--- config.mk ---
export PLATFORM = sky130hd
export DESIGN_NAME = shpg_sleep_power_good
export DESIGN_NICKNAME = d
export VERILOG_FILES = /design/src/shared/shpg_pkg.sv /design/src/core/shpg_sleep_power_good.sv /design/src/core/shpg_sync.sv
export VERILOG_INCLUDE_DIRS = /design/src /design/src/shared
export SDC_FILE = /design/constraint.sdc
export NUM_CORES = 1
export LEC_CHECK = 0
export BUFFER_PORTS_ARGS = -buffer_cell sky130_fd_sc_hd__buf_2
export CAP_MARGIN = 15
export CORE_MARGIN = 8
export CORE_UTILIZATION = 40
export DETAILED_ROUTE_END_ITERATION = 6
export GPL_TIMING_DRIVEN = 1
export PLACE_DENSITY_LB_ADDON = 0.05
export SLEW_MARGIN = 40
export SYNTH_ARGS = -nofsm -noshare
export SYNTH_HDL_FRONTEND = slang
export SYNTH_HIERARCHICAL = 1
export SYNTH_SLANG_ARGS = --single-unit
--- constraint.sdc ---
create_clock -name core_clk -period 1.2 [get_ports core_clk]
set_input_delay 0.24 -clock core_clk [delete_from_list [all_inputs] [get_ports core_clk]]
set_output_delay 0.24 -clock core_clk [all_outputs]
set_load 0.03 [all_outputs]
--- src/shared/shpg_defs.svh ---
`ifndef SHPG_DEFS_SVH
`define SHPG_DEFS_SVH

// Synchroniser depth for asynchronous pin inputs.
`define SHPG_SYNC_STAGES      2
// Number of internal rails watched by the power-good aggregator.
`define SHPG_NUM_INT_RAILS    4
// Sleep role select values.
`define SHPG_ROLE_LEADER      1'b0
`define SHPG_ROLE_FOLLOWER    1'b1
// Load-switch option select values.
`define SHPG_LSW_INRUSH       1'b0
`define SHPG_LSW_SWITCH3      1'b1
// Reset values of the pin drivers (one means the pin is released).
`define SHPG_RST_PG           1'b0
`define SHPG_RST_HOST_RESET_N 1'b0
`define SHPG_RST_WP_N         1'b0
// Reset value of the remaining drivers, flags and sense captures.
`define SHPG_RST_OFF          1'b0

`endif

--- src/shared/shpg_pkg.sv ---
package shpg_pkg;

    typedef enum logic [1:0] {
        SHPG_ACTIVE,
        SHPG_REQUESTING,
        SHPG_SLEEPING
    } shpg_state_t;

    typedef struct packed {
        logic sleep_ack;
        logic lowpower_mode;
        logic ext_regs_ok;
    } shpg_async_in_t;

    // Open-drain pin: output level and enable; enable high pulls the pin low.
    typedef struct packed {
        logic o;
        logic oe;
    } shpg_od_t;

endpackage

--- src/core/shpg_sleep_power_good.sv ---
// Overview of operation
// - Power-good low when any rail not OK.
// - Power-good low during supply brownout.
// - Leader role: request, acknowledge starts sleep.
// - Follower role: acknowledge alone starts sleep.
// - Sleep request active high in leader role.
// - Leader role accepts low-power mode input.
// - Switch option turns inrush drive into switch3.
// - Switch option makes sense pin switch3 feedback.
// - Active-low open-drain host reset output.
// - Active-low open-drain memory write protect.
// - Two open-drain external regulator enables.
`timescale 1ns/10ps
`include "shpg_defs.svh"

module shpg_sleep_power_good
    import shpg_pkg::*;
#(
    parameter int NUM_INT_RAILS = `SHPG_NUM_INT_RAILS
) (
    input  wire logic                     core_clk,
    input  wire logic                     rst_b,
    input  wire logic                     sleep_role_select,
    input  wire logic                     load_switch_option_select,
    input  wire logic                     sleep_ack_in,
    input  wire logic                     lowpower_mode_in,
    input  wire logic                     ext_regs_ok_in,
    input  wire logic [NUM_INT_RAILS-1:0] rail_ok,
    input  wire logic                     brownout,
    input  wire logic                     host_reset_req,
    input  wire logic                     write_protect_req,
    input  wire logic                     ext_reg1_on,
    input  wire logic                     ext_reg2_on,
    input  wire logic                     inrush_gate_cmd,
    input  wire logic                     switch3_gate_cmd,
    input  wire logic                     inrush_output_sense,
    input  wire logic                     wake_req,
    output logic                          device_sleep_state,
    output logic                          sleep_request_out,
    output logic                          sleep_request_oe,
    output logic                          power_good_out,
    output logic                          power_good_oe,
    output logic                          host_reset_n_out,
    output logic                          host_reset_n_oe,
    output logic                          write_protect_n_out,
    output logic                          write_protect_n_oe,
    output logic                          ext_reg1_enable,
    output logic                          ext_reg1_enable_oe,
    output logic                          ext_reg2_enable,
    output logic                          ext_reg2_enable_oe,
    output logic                          inrush_gate_drive,
    output logic                          switch3_gate_drive,
    output logic                          switch3_feedback,
    output logic                          inrush_sense_valid,
    output logic                          lowpower_mode_seen
);

    initial begin
        if (NUM_INT_RAILS < 1 || NUM_INT_RAILS > 16) begin
            $error("NUM_INT_RAILS must lie between 1 and 16");
        end
    end

    // Strap decodes: the role decode serves the handshake and the pin drivers, the switch option decode the pin drivers only.
    function automatic logic leader_role(input logic role_sel);
        return role_sel == `SHPG_ROLE_LEADER;
    endfunction

    function automatic logic switch3_mode(input logic option_sel);
        return option_sel == `SHPG_LSW_SWITCH3;
    endfunction

    // ----------------------------------------------------------------
    // Input synchronisers
    // ----------------------------------------------------------------
    shpg_async_in_t async_in;
    shpg_async_in_t sync_in;

    assign async_in = '{sleep_ack: sleep_ack_in, lowpower_mode: lowpower_mode_in,
                        ext_regs_ok: ext_regs_ok_in};

    shpg_sync #(
        .WIDTH    ($bits(shpg_async_in_t))
    ) u_sync (
        .core_clk (core_clk),
        .rst_b    (rst_b),
        .async_in (async_in),
        .sync_out (sync_in)
    );

    // ----------------------------------------------------------------
    // Sleep handshake
    // ----------------------------------------------------------------
    shpg_state_t state_r;
    shpg_state_t state_nxt;
    logic        lpm_r;
    logic        lpm_nxt;

    // The leader only asks for sleep when the connector signals low-power
    // mode; the follower ignores that pin because the board may tie it.
    always_comb begin
        state_nxt = state_r;
        lpm_nxt   = leader_role(sleep_role_select) && sync_in.lowpower_mode;
        case (state_r)
            SHPG_ACTIVE: begin
                if (!leader_role(sleep_role_select)) begin
                    if (sync_in.sleep_ack) begin
                        state_nxt = SHPG_SLEEPING;
                    end
                end else if (lpm_r) begin
                    state_nxt = SHPG_REQUESTING;
                end
            end
            SHPG_REQUESTING: begin
                if (sync_in.sleep_ack) begin
                    state_nxt = SHPG_SLEEPING;
                end else if (!lpm_r) begin
                    state_nxt = SHPG_ACTIVE;
                end
            end
            SHPG_SLEEPING: begin
                // Staying asleep until the acknowledge drops avoids re-entry
                // on a single long acknowledge level.
                if (wake_req && !sync_in.sleep_ack) begin
                    state_nxt = SHPG_ACTIVE;
                end
            end
            default: begin
                state_nxt = SHPG_ACTIVE;
            end
        endcase
    end

    always_ff @(posedge core_clk or negedge rst_b) begin
        if (!rst_b) begin
            state_r <= SHPG_ACTIVE;
            lpm_r   <= `SHPG_RST_OFF;
        end else begin
            state_r <= state_nxt;
            lpm_r   <= lpm_nxt;
        end
    end

    // ----------------------------------------------------------------
    // Pin drivers
    // ----------------------------------------------------------------
    logic pg_r;
    logic pg_nxt;
    logic rst_n_r;
    logic rst_n_nxt;
    logic wp_n_r;
    logic wp_n_nxt;
    logic en1_r;
    logic en1_nxt;
    logic en2_r;
    logic en2_nxt;
    logic req_r;
    logic req_nxt;
    logic inr_r;
    logic inr_nxt;
    logic sw3_r;
    logic sw3_nxt;
    logic fb_r;
    logic fb_nxt;
    logic sns_r;
    logic sns_nxt;

    always_comb begin
        pg_nxt    = (&rail_ok) && sync_in.ext_regs_ok && !brownout;
        rst_n_nxt = !host_reset_req;
        wp_n_nxt  = !write_protect_req;
        en1_nxt   = ext_reg1_on;
        en2_nxt   = ext_reg2_on;
        req_nxt   = leader_role(sleep_role_select) && (state_nxt == SHPG_REQUESTING);
        inr_nxt   = !switch3_mode(load_switch_option_select) && inrush_gate_cmd;
        sw3_nxt   = switch3_mode(load_switch_option_select) && switch3_gate_cmd;
        fb_nxt    = switch3_mode(load_switch_option_select) && inrush_output_sense;
        sns_nxt   = !switch3_mode(load_switch_option_select) && inrush_output_sense;
    end

    always_ff @(posedge core_clk or negedge rst_b) begin
        if (!rst_b) begin
            pg_r    <= `SHPG_RST_PG;
            rst_n_r <= `SHPG_RST_HOST_RESET_N;
            wp_n_r  <= `SHPG_RST_WP_N;
            en1_r   <= `SHPG_RST_OFF;
            en2_r   <= `SHPG_RST_OFF;
            req_r   <= `SHPG_RST_OFF;
            inr_r   <= `SHPG_RST_OFF;
            sw3_r   <= `SHPG_RST_OFF;
            fb_r    <= `SHPG_RST_OFF;
            sns_r   <= `SHPG_RST_OFF;
        end else begin
            pg_r    <= pg_nxt;
            rst_n_r <= rst_n_nxt;
            wp_n_r  <= wp_n_nxt;
            en1_r   <= en1_nxt;
            en2_r   <= en2_nxt;
            req_r   <= req_nxt;
            inr_r   <= inr_nxt;
            sw3_r   <= sw3_nxt;
            fb_r    <= fb_nxt;
            sns_r   <= sns_nxt;
        end
    end

    // Open-drain pins: the enable is high only while the pin is pulled low.
    assign device_sleep_state  = (state_r == SHPG_SLEEPING);
    assign sleep_request_out   = req_r;
    assign sleep_request_oe    = !req_r;
    assign power_good_out      = pg_r;
    assign power_good_oe       = !pg_r;
    assign host_reset_n_out    = rst_n_r;
    assign host_reset_n_oe     = !rst_n_r;
    assign write_protect_n_out = wp_n_r;
    assign write_protect_n_oe  = !wp_n_r;
    assign ext_reg1_enable     = en1_r;
    assign ext_reg1_enable_oe  = !en1_r;
    assign ext_reg2_enable     = en2_r;
    assign ext_reg2_enable_oe  = !en2_r;
    assign inrush_gate_drive   = inr_r;
    assign switch3_gate_drive  = sw3_r;
    assign switch3_feedback    = fb_r;
    assign inrush_sense_valid  = sns_r;
    assign lowpower_mode_seen  = lpm_r;

    // ----------------------------------------------------------------
    // Assertions
    // ----------------------------------------------------------------
    property p_pg_rail;
        @(posedge core_clk) disable iff (!rst_b)
        !(&rail_ok) |=> !power_good_out;
    endproperty
    a_pg_rail: assert property (p_pg_rail) else $error("power good high with a rail down");

    property p_pg_ext;
        @(posedge core_clk) disable iff (!rst_b)
        !ext_regs_ok_in ##1 !ext_regs_ok_in ##1 !ext_regs_ok_in |=> !power_good_out;
    endproperty
    a_pg_ext: assert property (p_pg_ext) else $error("power good high with external rails down");

    property p_pg_brownout;
        @(posedge core_clk) disable iff (!rst_b)
        brownout |=> !power_good_out && power_good_oe;
    endproperty
    a_pg_brownout: assert property (p_pg_brownout) else $error("power good high in brownout");

    property p_leader_sleep;
        @(posedge core_clk) disable iff (!rst_b)
        (state_r == SHPG_REQUESTING) && sync_in.sleep_ack |=> device_sleep_state;
    endproperty
    a_leader_sleep: assert property (p_leader_sleep) else $error("acknowledge did not start sleep");

    property p_follower_sleep;
        @(posedge core_clk) disable iff (!rst_b)
        sleep_role_select && $stable(sleep_role_select) && (state_r == SHPG_ACTIVE) && sync_in.sleep_ack
            |=> device_sleep_state;
    endproperty
    a_follower_sleep: assert property (p_follower_sleep) else $error("follower did not sleep");

    property p_req_role;
        @(posedge core_clk) disable iff (!rst_b)
        sleep_request_out |-> $past(sleep_role_select) == `SHPG_ROLE_LEADER;
    endproperty
    a_req_role: assert property (p_req_role) else $error("sleep request in follower role");

    property p_req_needs_lpm;
        @(posedge core_clk) disable iff (!rst_b)
        $rose(sleep_request_out) |-> $past(lpm_r);
    endproperty
    a_req_needs_lpm: assert property (p_req_needs_lpm) else $error("request without low-power mode");

    property p_switch_mux;
        @(posedge core_clk) disable iff (!rst_b)
        load_switch_option_select |=> !inrush_gate_drive && !inrush_sense_valid;
    endproperty
    a_switch_mux: assert property (p_switch_mux) else $error("inrush active in switch3 option");

    property p_reset_pin;
        @(posedge core_clk) disable iff (!rst_b)
        host_reset_req |=> !host_reset_n_out && host_reset_n_oe;
    endproperty
    a_reset_pin: assert property (p_reset_pin) else $error("host reset not asserted");

    property p_wp_pin;
        @(posedge core_clk) disable iff (!rst_b)
        write_protect_req |=> !write_protect_n_out && write_protect_n_oe;
    endproperty
    a_wp_pin: assert property (p_wp_pin) else $error("write protect not asserted");

    property p_en_pins;
        @(posedge core_clk) disable iff (!rst_b)
        ext_reg1_on && !ext_reg2_on |=> ext_reg1_enable && ext_reg2_enable_oe;
    endproperty
    a_en_pins: assert property (p_en_pins) else $error("regulator enables wrong");

    property p_sync_delay;
        @(posedge core_clk) disable iff (!rst_b)
        $rose(sync_in.sleep_ack) |-> $past(sleep_ack_in, 2);
    endproperty
    a_sync_delay: assert property (p_sync_delay) else $error("acknowledge not synchronised");

    c_leader_sleep: cover property (@(posedge core_clk) disable iff (!rst_b)
        (state_r == SHPG_REQUESTING) ##1 device_sleep_state);
    c_follower_sleep: cover property (@(posedge core_clk) disable iff (!rst_b)
        sleep_role_select && $rose(device_sleep_state));
    c_wake: cover property (@(posedge core_clk) disable iff (!rst_b) $fell(device_sleep_state));
    c_pg_drop: cover property (@(posedge core_clk) disable iff (!rst_b) $fell(power_good_out));

endmodule

--- src/core/shpg_sync.sv ---
`timescale 1ns/10ps
`include "shpg_defs.svh"

module shpg_sync
    import shpg_pkg::*;
#(
    parameter int WIDTH = 3
) (
    input  wire logic             core_clk,
    input  wire logic             rst_b,
    input  wire logic [WIDTH-1:0] async_in,
    output logic      [WIDTH-1:0] sync_out
);

    logic [WIDTH-1:0] meta_r;
    logic [WIDTH-1:0] meta_nxt;
    logic [WIDTH-1:0] sync_r;
    logic [WIDTH-1:0] sync_nxt;

    initial begin
        if (WIDTH < 1) begin
            $error("shpg_sync needs at least one bit");
        end
    end

    // The first stage is read only by the second stage.
    always_comb begin
        meta_nxt = async_in;
        sync_nxt = meta_r;
    end

    always_ff @(posedge core_clk or negedge rst_b) begin
        if (!rst_b) begin
            meta_r <= '0;
            sync_r <= '0;
        end else begin
            meta_r <= meta_nxt;
            sync_r <= sync_nxt;
        end
    end

    assign sync_out = sync_r;

endmodule

==> insert_results.sql <==
INSERT INTO impl_metrics (metric_group, metric, value, unit) VALUES
('timing', 'worst_slack', '-50.3', 'ps'),
('yosys', 'postSynthCellCount', '43', ''),
('global_routing', 'grt_first_pass_wirelength', '2000', 'um'),
('clock_network', 'number_of_buffers_on_the_longest_clock_path', '2', ''),
('timing', 'slew_headroom', '0.741', ''),
('global_routing', 'globalRouteOverflowTotal', '0', ''),
('yosys', 'synth_largest_type_area_fraction', '0.766', ''),
('setup_path', 'timing.critical_path.from_type', 'flip-flop', ''),
('global_routing', 'first_global_vias', '494', ''),
('cells_and_area', 'post_layout_nonfiller_instances', '103', ''),
('routing', 'vias_per_cell', '4.39', ''),
('setup_path', 'critPathKind', 'flip-flop to primary output', ''),
('yosys', 'synth-main-ff-cell', 'dfrtp_1', ''),
('power_and_ir_drop', 'pwr_density_cell', '1330', 'nW/um^2'),
('timing', 'worstMarginPinSlew', '389', 'ps'),
('setup_path', 'critical_path_cell_sequence', 'and2b_2 -> buf_6', ''),
('yosys', 'synth_async_sr_flop_share', '1.00', ''),
('clock_network', 'tritoncts', 'yes', ''),
('global_routing', 'grt_antenna_before_repair', '0', ''),
('timing', 'setup_viol_count_final', '1', ''),
('placed_design', 'place_congestion', '0.696', ''),
('clock_network', 'worstSkewPairLatency', '280', 'ps'),
('status', 'outcome', 'finished with violations', ''),
('floorplanning', 'initial_core_utilization', '0.417', ''),
('setup_path', 'r2r_start', 'state_r[0]', ''),
('placed_design', 'port-buffer-count', '37', ''),
('setup_path', 'path_buf_inv', '1', ''),
('placed_design', 'preCtsSetupSlack', '138', 'ps'),
('yosys', 'syn-cell-area', '621', 'um^2'),
('floorplanning', 'die_x', '55.4', 'um'),
('yosys', 'synth-seq-area-share', '0.766', ''),
('yosys', 'synth-edff-count', '0', ''),
('power_and_ir_drop', 'vdd_ir_max', '0.812', 'mV'),
('setup_path', 'worst-endpoint-arrival', '1010', 'ps'),
('yosys', 'postSynthAreaPerCell', '14.4', 'um^2'),
('setup_path', 'worst-r2r-setup-slack', '140', 'ps'),
('setup_path', 'timing.critical_path.slowest_stage_cell', 'dfrtp_1', ''),
('floorplanning', 'die_h', '55.4', 'um'),
('routing', 'wl', '1130', 'um'),
('routing', 'route.detailed.wl_per_inst', '10.9', 'um'),
('cells_and_area', 'fraction_of_layout_instances_using_a_drive_strength_above_1', '0.529', ''),
('placed_design', 'placedInstanceArea', '826', 'um^2'),
('timing', 'setup_total_negative_slack', '-50.3', 'ps'),
('setup_path', 'cp_top_family', 'flip-flops', ''),
('clock_network', 'tritoncts_num_sinks', '19', ''),
('placed_design', 'dpl.cell_count', '96', ''),
('routing', 'num_vias', '452', ''),
('status', 'violations', 'setup timing', ''),
('routing', 'firstDrtPassIters', '2', ''),
('clock_network', 'cts_buffers', '3', ''),
('yosys', 'post-synth-top-count-cell', 'dfrtp_1', ''),
('floorplanning', 'ioPinCount', '38', ''),
('setup_path', 'worst-path-max-fanout', '2', ''),
('yosys', 'synth_commonest_cells', 'dfrtp_1, inv_1, nor2b_1', ''),
('timing', 'setup_repair_after_global_routing_missed_its_margin', 'yes', ''),
('placed_design', 'detailedPlacementHpwl', '938', 'um'),
('setup_path', 'critical_path.startpoint', 'state_r[0]', ''),
('routing', 'antenna_left', '0', ''),
('cells_and_area', 'finish.net_count', '108', ''),
('min_path', 'holdPathStages', '1', ''),
('routing', 'drt_first_iter_violations', '1', ''),
('yosys', 'ys_seq_elements', '19', ''),
('cells_and_area', 'area_growth', '42.9', '%'),
('routing', 'remaining_drc_errors', '0', ''),
('yosys', 'synthDistinctLibCells', '12', ''),
('min_path', 'holdCritStartpoint', 'sleep_ack_in', ''),
('setup_path', 'regToRegEndpoint', 'state_r[1]', ''),
('floorplanning', 'core_area', '1490', 'um^2'),
('setup_path', 'crit_cells', '2', ''),
('min_path', 'worst_hold_path_type', 'input port to flip-flop', ''),
('setup_path', 'worstRegToRegCells', '3', '');
[state kept, by name, summed over array words and instances (netlist names)]
name / cells
ext_reg1_enable: 1
ext_reg2_enable: 1
host_reset_n_out: 1
inrush_gate_drive: 1
inrush_sense_valid: 1
lowpower_mode_seen: 1
power_good_out: 1
sleep_request_out: 1
state_r: 2
switch3_feedback: 1
switch3_gate_drive: 1
u_sync/meta_r: 3
u_sync/sync_out: 3
write_protect_n_out: 1
[cell usage in the layout, fill, tap and decap left out, drive strengths merged]
| master | synthesis | routed |
|---|---|---|
| a2111oi | 2 | 2 |
| and2 | 2 | 2 |
| and2b | 1 | 1 |
| buf | 0 | 39 |
| clkbuf | 0 | 3 |
| clkinv | 0 | 1 |
| dfrtp | 19 | 19 |
| dlygate4sd3 | 0 | 1 |
| inv | 10 | 10 |
| nand2 | 1 | 1 |
| nand4 | 1 | 1 |
| nor2b | 4 | 4 |
| nor3b | 1 | 1 |
| o21a | 1 | 1 |
| o221a | 1 | 1 |
[layout make-up]
cell class | instances | area (um^2)
fillers | 130 | 602
flip-flops and latches | 19 | 475
repair buffers | 40 | 219
multi-input cells | 14 | 108
inverters | 10 | 37.5
clock buffers | 3 | 22.5
well taps | 16 | 20.0
clock inverters | 1 | 5.00
[per-stage QoR]
stage / hold WS [ps] / utilization
after floorplan: -55.6 / -
after global routing: 31.6 / 0.596
after CTS: 42.2 / 0.594
final: 53.0 / 0.596
after detailed placement: 189 / 0.555
after global placement: 194 / 0.555
[what timing repair did]
item / in CTS / in global routing
buffers inserted: 2 / 0
setup endpoints to repair: 1 / 2
hold endpoints to repair: 19 / 0
hold buffers: 1 / 0
gates resized for setup: 2 / 2
[layer usage]
metal,track usage,vias up,wire length (um)
li1,-,221,-
met1,0.0658,212,438
met2,0.147,19,597
met3,0.0434,0,90
met4,0.0211,0,0
met5,0,-,0
[cells by family (layout without fill, tap and decap cells)]
family                 count (synthesis)  after routing  share of synthesized area
flip-flops                            19             19                      0.766
buffers and inverters                 10             54                     0.0605
AO/OA/AOI/OAI                          4              4                     0.0706
AND/OR/NAND/NOR                       10             10                      0.103
[worst reg2reg max path, delay by kind of cell (launching register included)]
| family | cells | cell delay [ps] |
|---|---|---|
| AOI/OAI and AO/OA | 2 | 420 |
| DFF | 1 | 390 |
| buffers and inverters | 1 | 150 |
[report_power, final]
part	switching (mW)	total (mW)	internal [mW]
clock	0.176	0.299	0.124
combinational	0.116	0.195	0.0793
sequential	0.0123	0.685	0.673
total	0.304	1.18	0.876
[worst min-delay path by stage]
| stage | endpoint | slack [ps] |
|---|---|---|
| finish | u_sync/meta_r[2] | 50 |
| global route | ext_reg1_enable | 30 |
| CTS | ext_reg2_enable | 40 |
| detailed placement | inrush_gate_drive | 190 |
| global placement | inrush_gate_drive | 190 |
| floorplan | ext_reg1_enable | -60 |
No activity file was read; power rests on OpenSTA's default activity.
